==> config.mk <==
export PLATFORM = sky130hd
export DESIGN_NAME = sswd_core
export DESIGN_NICKNAME = d
export VERILOG_FILES = /design/src/sswd_pkg.sv /design/src/sswd_core.sv /design/src/sswd_sync.sv
export VERILOG_INCLUDE_DIRS = /design/src
export SDC_FILE = /design/constraint.sdc
export NUM_CORES = 1
export LEC_CHECK = 0
export BUFFER_PORTS_ARGS = -buffer_cell sky130_fd_sc_hd__buf_2
export CORE_ASPECT_RATIO = 1.2
export CORE_UTILIZATION = 65
export CTS_CLUSTER_DIAMETER = 40
export DETAILED_ROUTE_END_ITERATION = 10
export GPL_ROUTABILITY_DRIVEN = 0
export PLACE_DENSITY = 0.83
export SYNTH_ARGS = -nofsm -noshare
export SYNTH_HDL_FRONTEND = slang
export SYNTH_HIERARCHICAL = 1
export SYNTH_SLANG_ARGS = --single-unit
==> constraint.sdc <==
create_clock -name sys_clk -period 6.5 [get_ports sys_clk]
set_input_delay 0 -clock sys_clk [delete_from_list [all_inputs] [get_ports sys_clk]]
set_output_delay 0 -clock sys_clk [all_outputs]
set_load 0.05 [all_outputs]
==> src/sswd_params.svh <==
`ifndef SSWD_PARAMS_SVH
`define SSWD_PARAMS_SVH
// ------------------------------------------------------------
// Timing figures
// ------------------------------------------------------------
`define SSWD_CLK_PERIOD_PS 64'd5000
`define SSWD_STRETCH_MS    64'd200
`define SSWD_CE_HOLD_NS    64'd10000
`define SSWD_WD_TIMEOUT_MS 64'd1600
// Least times round up, the timeout is nominal and rounds down
`define SSWD_STRETCH_CYC ((`SSWD_STRETCH_MS * 64'd1000000000 + `SSWD_CLK_PERIOD_PS - 64'd1) / `SSWD_CLK_PERIOD_PS)
`define SSWD_CE_HOLD_CYC ((`SSWD_CE_HOLD_NS * 64'd1000 + `SSWD_CLK_PERIOD_PS - 64'd1) / `SSWD_CLK_PERIOD_PS)
`define SSWD_WD_CYC      ((`SSWD_WD_TIMEOUT_MS * 64'd1000000000) / `SSWD_CLK_PERIOD_PS)
// Reset values of the outputs
`define SSWD_RST_RESET_N 1'b0
`define SSWD_RST_FLAG_N  1'b0
`define SSWD_RST_SELECT_N 1'b1
`endif

==> src/sswd_pkg.sv <==
package sswd_pkg;
  // Synchronised comparator and pin levels
  typedef struct packed {
    logic supply_ok;
    logic above_switch;
    logic supply_gt_cell;
    logic cell_good;
    logic pf_ok;
    logic early_ok;
    logic mr_n;
    logic kick;
    logic ce_in_n;
    logic pfo_forced_low;
  } sswd_in_t;
  typedef enum logic [1:0] {SSWD_HOLD, SSWD_STRETCH, SSWD_RUN} sswd_rst_state_t;
endpackage

==> src/sswd_core.sv <==
// Function
// - Manual restart low asserts reset and holds it while low.
// - Reset low when supply under threshold or manual low; each pulse lasts stretch.
// - Reset held a further 200ms after supply recovers or manual rises.
// - Active-high reset always the inverse of active-low reset.
// - Watchdog fault goes low when kick stays constant past the timeout.
// - Watchdog fault returns high on next kick edge of either polarity.
// - Fault high between switchover and restart threshold, low below switchover.
// - Gated chip-select low only when raw select low and either reset inactive or the hold at reset entry running.
// - Select low at reset assertion stays low 10us or until raw goes high.
// - Backup cell good follows cell comparator in normal operation, continuously.
// - Below switchover, cell good evaluation disabled and output forced low.
// - Power fail flag low on sense under threshold or supply under switchover.
// - Cell selected below switchover and cell; main back above restart or cell.
// - Cell selected output high on cell, low on main supply.
// - Early supply warning low once supply falls to the low-line threshold.
// - Watchdog timeout nominal 1.6s; timer restarts at each kick edge.
// - Watchdog timer cleared and idle during reset, counts after release.
// - First half of stretch ignores manual restart while flag forced low.
`timescale 1ns/1ps
`default_nettype none
`include "sswd_params.svh"
module sswd_core
  import sswd_pkg::*;
#(
  parameter int unsigned STRETCH_CYC = 32'(`SSWD_STRETCH_CYC),
  parameter int unsigned CE_HOLD_CYC = 32'(`SSWD_CE_HOLD_CYC),
  parameter int unsigned WD_CYC      = 32'(`SSWD_WD_CYC)
) (
  // Clock, reset, enable
  input  wire logic sys_clk,
  input  wire logic rstn,
  input  wire logic clk_en,
  // Comparator results
  input  wire logic supply_above_restart,
  input  wire logic supply_above_switchover,
  input  wire logic supply_above_cell,
  input  wire logic cell_above_good,
  input  wire logic power_fail_sense,
  input  wire logic supply_above_early,
  // Host side pins
  input  wire logic manual_restart_n,
  input  wire logic watchdog_kick,
  input  wire logic chip_sel_in_n,
  input  wire logic power_fail_flag_in,
  // Outputs
  output var  logic reset_n,
  output var  logic reset_hi,
  output var  logic watchdog_fault_n,
  output var  logic chip_sel_out_n,
  output var  logic backup_cell_good,
  output var  logic power_fail_flag_n,
  output var  logic power_fail_flag_oe,
  output var  logic backup_cell_selected,
  output var  logic early_supply_warning
);
  typedef struct packed {
    sswd_rst_state_t st;
    logic [31:0]     stretch;
    logic [31:0]     wd;
    logic [31:0]     ce_cnt;
    logic            ce_hold;
    logic            kick_q;
    logic            on_cell;
    logic            reset_n;
    logic            reset_hi;
    logic            wdo_n;
    logic            cs_n;
    logic            good;
    logic            pfo_n;
    logic            pfo_oe;
    logic            early;
  } sswd_state_t;

  sswd_state_t r, next_r;
  sswd_in_t    raw, s;
  logic        rst_req, kick_edge;

  // ------------------------------------------------------------
  // Input synchronisation
  // ------------------------------------------------------------
  assign raw = '{supply_ok: supply_above_restart, above_switch: supply_above_switchover,
                 supply_gt_cell: supply_above_cell, cell_good: cell_above_good,
                 pf_ok: power_fail_sense, early_ok: supply_above_early,
                 mr_n: manual_restart_n, kick: watchdog_kick, ce_in_n: chip_sel_in_n,
                 pfo_forced_low: ~power_fail_flag_in};
  sswd_sync #(.W($bits(sswd_in_t))) u_sync (
    .sys_clk (sys_clk),
    .rstn    (rstn),
    .ce      (clk_en),
    .d       (raw),
    .q       (s)
  );

  // Flag counts as forced only when the pin is low while we release it
  function automatic logic mr_ignored(input sswd_state_t x, input logic forced, input logic drv_hi);
    mr_ignored = (x.st == SSWD_STRETCH) && (x.stretch < STRETCH_CYC / 2) && forced && drv_hi;
  endfunction

  // ------------------------------------------------------------
  // Next-state logic
  // ------------------------------------------------------------
  always_comb begin
    next_r    = r;
    kick_edge = s.kick ^ r.kick_q;
    next_r.kick_q = s.kick;
    // Manual restart is masked early in the stretch for the seal sequence
    rst_req = ~s.supply_ok |
              (~s.mr_n & ~mr_ignored(r, s.pfo_forced_low, r.pfo_n));
    unique case (r.st)
      SSWD_HOLD: begin
        next_r.stretch = 32'h0;
        if (!rst_req) begin
          next_r.st = SSWD_STRETCH;
        end
      end
      SSWD_STRETCH: begin
        if (rst_req) begin
          next_r.st = SSWD_HOLD;  // Brownout restarts the timer
        end else if (r.stretch >= STRETCH_CYC - 1) begin
          next_r.st = SSWD_RUN;
        end else begin
          next_r.stretch = r.stretch + 32'h1;
        end
      end
      SSWD_RUN: begin
        if (rst_req) begin
          next_r.st = SSWD_HOLD;
        end
      end
    endcase
    next_r.reset_n  = (next_r.st == SSWD_RUN);
    next_r.reset_hi = ~next_r.reset_n;
    // Watchdog: cleared under reset, restarted by any kick edge
    if (!next_r.reset_n || kick_edge) begin
      next_r.wd = 32'h0;
    end else if (r.wd < WD_CYC) begin
      next_r.wd = r.wd + 32'h1;
    end
    if (!s.above_switch) begin
      next_r.wdo_n = 1'b0;
    end else if (!next_r.reset_n || kick_edge) begin
      next_r.wdo_n = 1'b1;
    end else if (r.wd >= WD_CYC - 1) begin
      next_r.wdo_n = 1'b0;
    end
    // Chip-select gating with short grace at reset entry
    if (r.reset_n && !next_r.reset_n && !s.ce_in_n) begin
      next_r.ce_hold = 1'b1;
      next_r.ce_cnt  = 32'h0;
    end else if (r.ce_hold) begin
      next_r.ce_cnt  = r.ce_cnt + 32'h1;
      next_r.ce_hold = ~s.ce_in_n && (r.ce_cnt < CE_HOLD_CYC - 1);
    end
    next_r.cs_n = ~(~s.ce_in_n && (next_r.reset_n || next_r.ce_hold));
    next_r.good = s.above_switch & s.cell_good;
    next_r.pfo_n = s.pf_ok & s.above_switch;
    next_r.pfo_oe = ~next_r.pfo_n;               // Registered so the pin comes from a flop
    // Switchover with hysteresis
    if (!s.above_switch && !s.supply_gt_cell) begin
      next_r.on_cell = 1'b1;
    end else if (s.supply_ok || s.supply_gt_cell) begin
      next_r.on_cell = 1'b0;
    end
    next_r.early = s.early_ok;
  end

  // ------------------------------------------------------------
  // State register
  // ------------------------------------------------------------
  always_ff @(posedge sys_clk or negedge rstn) begin
    if (!rstn) begin
      r          <= '0;
      r.st       <= SSWD_HOLD;
      r.reset_n  <= `SSWD_RST_RESET_N;
      r.reset_hi <= 1'b1;
      r.pfo_n    <= `SSWD_RST_FLAG_N;
      r.pfo_oe   <= ~`SSWD_RST_FLAG_N;
      r.cs_n     <= `SSWD_RST_SELECT_N;  // Select blocked while reset is held
    end else if (clk_en) begin
      r <= next_r;
    end
  end

  assign reset_n              = r.reset_n;
  assign reset_hi             = r.reset_hi;
  assign watchdog_fault_n     = r.wdo_n;
  assign chip_sel_out_n       = r.cs_n;
  assign backup_cell_good     = r.good;
  assign power_fail_flag_n    = r.pfo_n;
  assign power_fail_flag_oe   = r.pfo_oe;  // Open drain: high only while pulling low
  assign backup_cell_selected = r.on_cell;
  assign early_supply_warning = r.early;
endmodule // sswd_core
`default_nettype wire

==> src/sswd_sync.sv <==
`timescale 1ns/1ps
`default_nettype none
module sswd_sync #(
  parameter int W = 10
) (
  // Clock and reset
  input  wire logic         sys_clk,
  input  wire logic         rstn,
  input  wire logic         ce,
  // Data
  input  wire logic [W-1:0] d,
  output var  logic [W-1:0] q
);
  logic [W-1:0] meta;
  // ------------------------------------------------------------
  // Two-stage synchroniser, one per bit
  // ------------------------------------------------------------
  genvar i;
  generate
    for (i = 0; i < W; i++) begin : g_bit
      always_ff @(posedge sys_clk or negedge rstn) begin
        if (!rstn) begin
          meta[i] <= 1'b0;
          q[i]    <= 1'b0;
        end else if (ce) begin
          meta[i] <= d[i];
          q[i]    <= meta[i];
        end
      end
    end
  endgenerate
endmodule // sswd_sync
`default_nettype wire

; ---- Word-level counts from Yosys, hierarchy flattened
; Index checks and enable logic that the tools add are counted.
[word_totals]
ff_bits = 129
latch_bits = 0
ramBits = 0
rom_bits = 0
out_inout_bits = 9
word_cells = 104
n_memories = 0
[op_classes]
addsub = 3
mul = 0
div = 0
n_lt_le_gt_ge = 5
eq_ne = 6
shifts = 0
n_mux = 17
bitwise_logic = 13
n_reduce_logical = 25
[ops]
columns = op, n
row1 = $mux 32, 4
row2 = $add 32x1->32 const B, 3
row3 = $mux 33, 2
row4 = $pmux 32 s2, 1
row5 = $ge 32x26->1 const B, 1
row6 = $ge 32x29->1 const B, 1
row7 = $lt 32x11->1 const B, 1
row8 = $lt 32x25->1 const B, 1
row9 = $lt 32x29->1 const B, 1
row10 = $logic_and 1x1->1, 8
row11 = $mux 2, 4
row12 = $not 1->1, 8
row13 = $reduce_and 2->1, 4
row14 = $reduce_bool 2->1, 4
row15 = $pmux 2 s3, 1
row16 = $mux 1, 5
row17 = $eq 2x2->1 const B, 2
row18 = $logic_not 1->1, 4
row19 = $ne 2x2->1 const B, 2
row20 = $reduce_and 4->1, 1
row21 = $and 1x1->1, 3
row22 = $logic_or 1x1->1, 3
row23 = $ne 3x3->1 const B, 1
row24 = $eq 2x1->1 const B, 1
row25 = 3 further kinds, 3

; ---- Depth between registers and ports, before layout
[logic_depth]
ltp_word = 17
depth_mapped = 10

; ---- Hierarchy
; The synthesis kept the hierarchy.
[by_module_without_submodules]
columns = module, n_inst, cells_each, area_each_um2, seq_area_each_um2
row1 = sswd_core, 1, 683, 6102.1, 2731.4
row2 = sswd_sync, 1, 42, 823.3, 500.5

; ---- Worst setup path before layout
; OpenSTA, ideal clock, no wires.
[synth_timing]
path_kind = reg-to-reg
startpoint = register r[99] in the netlist's numbering
endpoint = register r[24] in the netlist's numbering
setup_ns = 0.092
arrival_time_ns = 2.709
path_slack_ns = 3.699
path_stages_with_launch = 9
path_buffers = 1
path_cell_list = dfrtp_1 or4_1 or4_1 a211o_1 a41o_1 o21a_1 and2_4 buf_6 o31ai_2
[synth_between]
elab_chain_len = 15
elab_cells_between_ends = 20
classes_between = 2 x order compare / 1 x eq/ne / 6 x mux / 3 x bitwise / 8 x reduce/logical
[synth_lines]
columns = item, line_no
row1 = "start, declared", sswd_core.sv:75  ; sswd_state_t r, next_r;
row2 = "start signal, assigned", sswd_core.sv:181  ; r <= next_r;
row3 = $lt 32x25->1, sswd_core.sv:97  ; mr_ignored = (x.st == SSWD_STRETCH) && (x.stretch < STRETCH_CYC / 2) && forced && drv_hi;
row4 = $logic_and 1x1->1 (3 in series), sswd_core.sv:97
row5 = $not 1->1, sswd_core.sv:109  ; (~s.mr_n & ~mr_ignored(r, s.pfo_forced_low, r.pfo_n));
row6 = $and 1x1->1, sswd_core.sv:109
row7 = $or 1x1->1, sswd_core.sv:108  ; rst_req = ~s.supply_ok |
row8 = "$mux 2, on equally long branches", "sswd_core.sv:127, sswd_core.sv:113, sswd_core.sv:118"
row9 = $pmux 2 s3 (*), sswd_core.sv:110  ; unique case (r.st)
row10 = $eq 2x2->1 (*), sswd_core.sv:132  ; next_r.reset_n = (next_r.st == SSWD_RUN);
row11 = $logic_not 1->1 (*), sswd_core.sv:148  ; if (r.reset_n && !next_r.reset_n && !s.ce_in_n) begin
row12 = $logic_and 1x1->1 (*) (2 in series), sswd_core.sv:148
row13 = $reduce_bool 2->1 (no source line), --
row14 = $reduce_and 2->1 (no source line), --
; Mark *: on every way between the ends. The rest lies on a longest branch, timed or not.
; A chain may end at the register's enable or synchronous reset.

; ---- Worst setup path in the final report
[layout_timing]
startpoint = register r[99] in the netlist's numbering
endpoint = register r[14] in the netlist's numbering
; The elaborated chain is that of the path after synthesis.

==> flow_metrics.env <==
export IMPL_pin_count=22
export IMPL_finalWorstSetupSlack_ns=3.08
export IMPL_clk_latency_ns=0.42
export IMPL_cts_hold_buf=11
export IMPL_ys_flop_type="dfrtp_1"
export IMPL_root_buffer="clkbuf_16"
export IMPL_die_h_microns=115
export IMPL_synth_most_common_cell="dfrtp_1"
export IMPL_dp_hpwl_mm=10.1
export IMPL_netlist_top_cells_count="dfrtp_1 (126), nor2_1 (79), nand2_1 (65)"
export IMPL_port_buffers=21
export IMPL_total_power_mw=2.29
export IMPL_drv_cap=0
export IMPL_drt_vias_per_instance=6.68
export IMPL_die_x_microns=96.2
export IMPL_post_cts_buffers=0
export IMPL_dp_cells=847
export IMPL_core_area_sq_um=10200
export IMPL_slowest_stage="or4_1"
export IMPL_dieArea_sq_um=11100
export IMPL_leakage_nw=3.44
export IMPL_fin_util=0.772
export IMPL_cp_cell_sequence="or4_1 > or4_1 > a211o_1 > a41o_1 > o211ai_2 > nand3_2 > o32ai_1"
export IMPL_syn_to_final_growth_pct=13.7
export IMPL_rows=40
export IMPL_yosys_warnings=6
export IMPL_worst_slew_pin_slew_ns=0.970
export IMPL_period_share=0.526
export IMPL_synth_edff_count=0
export IMPL_fillers=673
export IMPL_async_flop_share=1.00
export IMPL_cp_common_cell="or4_1"
export IMPL_rsz0062_at_grt="no"
export IMPL_grt_start_max_net_pins=78
export IMPL_cp_start_kind="flop"
export IMPL_initial_core_util=0.678
export IMPL_track_usage=0.327
export IMPL_grt_pass1_vias=5783
export IMPL_drive_gt1_frac=0.149
export IMPL_hold_viol=0
export IMPL_first_pass_iters=5
export IMPL_rrSetupSlack_ns=3.08
export IMPL_setup_violations=0
export IMPL_hp_class="in -> reg"
export IMPL_drc=0
export IMPL_avgSynthCellArea_sq_um=9.55
export IMPL_final_min_clock_period_ns=3.42
export IMPL_num_vias=5945
export IMPL_routed_wl_mm=16.7
export IMPL_max_freq_mhz=293
export IMPL_cts_tree="yes"
export IMPL_yosysSeqAreaShare=0.467
export IMPL_fin_hold_ws_ns=0.155
export IMPL_peakVddDrop_v=0.000183
export IMPL_crit_type="reg -> reg"
export IMPL_clk_path_buf_depth=2
export IMPL_antenna_found_initial=0
export IMPL_fin_worst_skew_ns=0.00881
export IMPL_design_area_sq_um=7880
export IMPL_grt_ovfl_total=0
export IMPL_synth_cells=725
export IMPL_crit_required_ns=6.81
export IMPL_synth_cell_types=63
export IMPL_synth_top_cell_by_area="dfrtp_1"
export IMPL_setup_tns_ns=0
export IMPL_slew_headroom=0.353
export IMPL_cpPeakStageDelay_ns=0.56
export IMPL_arrival_ns=3.73
export IMPL_wl_per_cell_microns=18.8
export IMPL_cts_sinks=129
export IMPL_postRouteAntennaNets=0
export IMPL_stdcell_count=890
export IMPL_finalMaxSlewViolations=0
export IMPL_place_area_sq_um=7100
export IMPL_final_seq_area_sq_um=3230
export IMPL_ys_seq_elements=129
export IMPL_synthTopCellsByArea="dfrtp_1 (46%), mux2_4 (4.3%), nor2_1 (4.3%)"
export IMPL_dp_slack_ns=3.17
export IMPL_grt_pass1_wl_mm=27.8
export IMPL_crit_fanout=12
export IMPL_numCtsBuffers=17
export IMPL_drt_iter0_drc=481
export IMPL_multi_input_area_sq_um=3490
export IMPL_synth_top_cell_area_share=0.455
export IMPL_antenna_cells=0
export IMPL_synth_area_sq_um=6930
export IMPL_clk_transition_reported_paths_ns=0.06
export IMPL_p_per_area_nw_per_um2=290
export IMPL_syn_nets=744
export IMPL_cts_resized=0
export IMPL_h_tree_depth=4
export IMPL_crit_path_end_kind="flop"
export IMPL_nets=770
export IMPL_outcome="complete, no violations"
routing by layer:
layer / vias to the layer above / track usage / wire (microns)
met5: - / 0 / 0
met4: 0 / 0.160 / 563
met3: 65 / 0.0681 / 915
met2: 249 / 0.527 / 8510
met1: 2907 / 0.418 / 6720
li1: 2724 / - / -
where the power goes:
part           switching (mW)  internal (mW)  total (mW)
sequential             0.0511          0.851       0.902
clock                   0.372          0.697        1.07
combinational           0.210          0.107       0.317
total                   0.634           1.65        2.29
worst paths after layout:
path	startpoint	depth (start not counted)	endpoint
worst max-delay path	r[99]$_DFFE_PN0P_	7	r[14]$_DFFE_PN0P_
worst max register to register	r[99]$_DFFE_PN0P_	7	r[14]$_DFFE_PN0P_
min in group asynchronous	rstn	2	r[65]$_DFFE_PN0P_
worst min register to register	u_sync/q[7]$_DFFE_PN0P_	1	backup_cell_selected$_DFFE_PN0P_
worst min-delay path	clk_en	2	reset_n$_DFFE_PN0P_
max in group asynchronous	rstn	3	r[37]$_DFFE_PN0P_
final cells by class:
cell class	instances	share of cell area
flip-flops and latches	129	0.410
well taps	126	0.0200
clock buffers	18	0.0557
clock inverters	14	0.0289
repair buffers	39	0.0343
inverters	15	0.00715
multi-input cells	549	0.444
sequential cells by signal (all words and copies together) (netlist names):
name and cells:
backup_cell_good 1, backup_cell_selected 1, chip_sel_out_n 1, early_supply_warning 1, power_fail_flag_n 1, power_fail_flag_oe 1
r 100, reset_hi 1, reset_n 1, u_sync/meta 10, u_sync/q 10, watchdog_fault_n 1
critical path, delay by kind of cell, from the launching register on:
family	cells	cell delay, ns
AO/OA/AOI/OAI	4	1.54
AND/OR/NAND/NOR	3	1.31
flip-flops	1	0.46
placed cells by master (no fill, tap or decap), types with 4 or more instances in the layout:
master and instances:
nand2b_1 4, o211ai_1 5, nand4_1 32, inv_1 15
a31o_2 6, nor2_1 79, o31ai_1 12, a31oi_1 15
nand2_1 65, buf_2 20, o311ai_0 5, clkinv_4 5
dlygate4sd3_1 11, nor2b_1 10, or3_1 8, or4_1 7
a41o_1 7, mux2_2 4, and4_1 6, ha_1 6
nand3_1 59, and3_1 20, bufinv_16 5, o31ai_2 9
o21ai_0 19, clkbuf_16 17, a211oi_1 5, a21oi_1 28
xor2_1 19, nor3_1 19, nor4_1 10, mux2i_1 4
xnor2_1 11, mux2_4 20, and2_1 16, buf_4 8
dfrtp_1 126
kinds of logic (layout without fill, tap and decap cells):
group,after synthesis,count (layout),share of synthesized area
AND/OR/NAND/NOR,347,347,0.253
AO/OA/AOI/OAI,138,138,0.145
flip-flops,129,129,0.467
buffers and inverters,47,86,0.0302
XOR/XNOR,30,30,0.0379
multiplexers,28,28,0.0556
adder cells (fa/ha/maj),6,6,0.0108
Note: power is estimated with default switching activity, not from simulation.
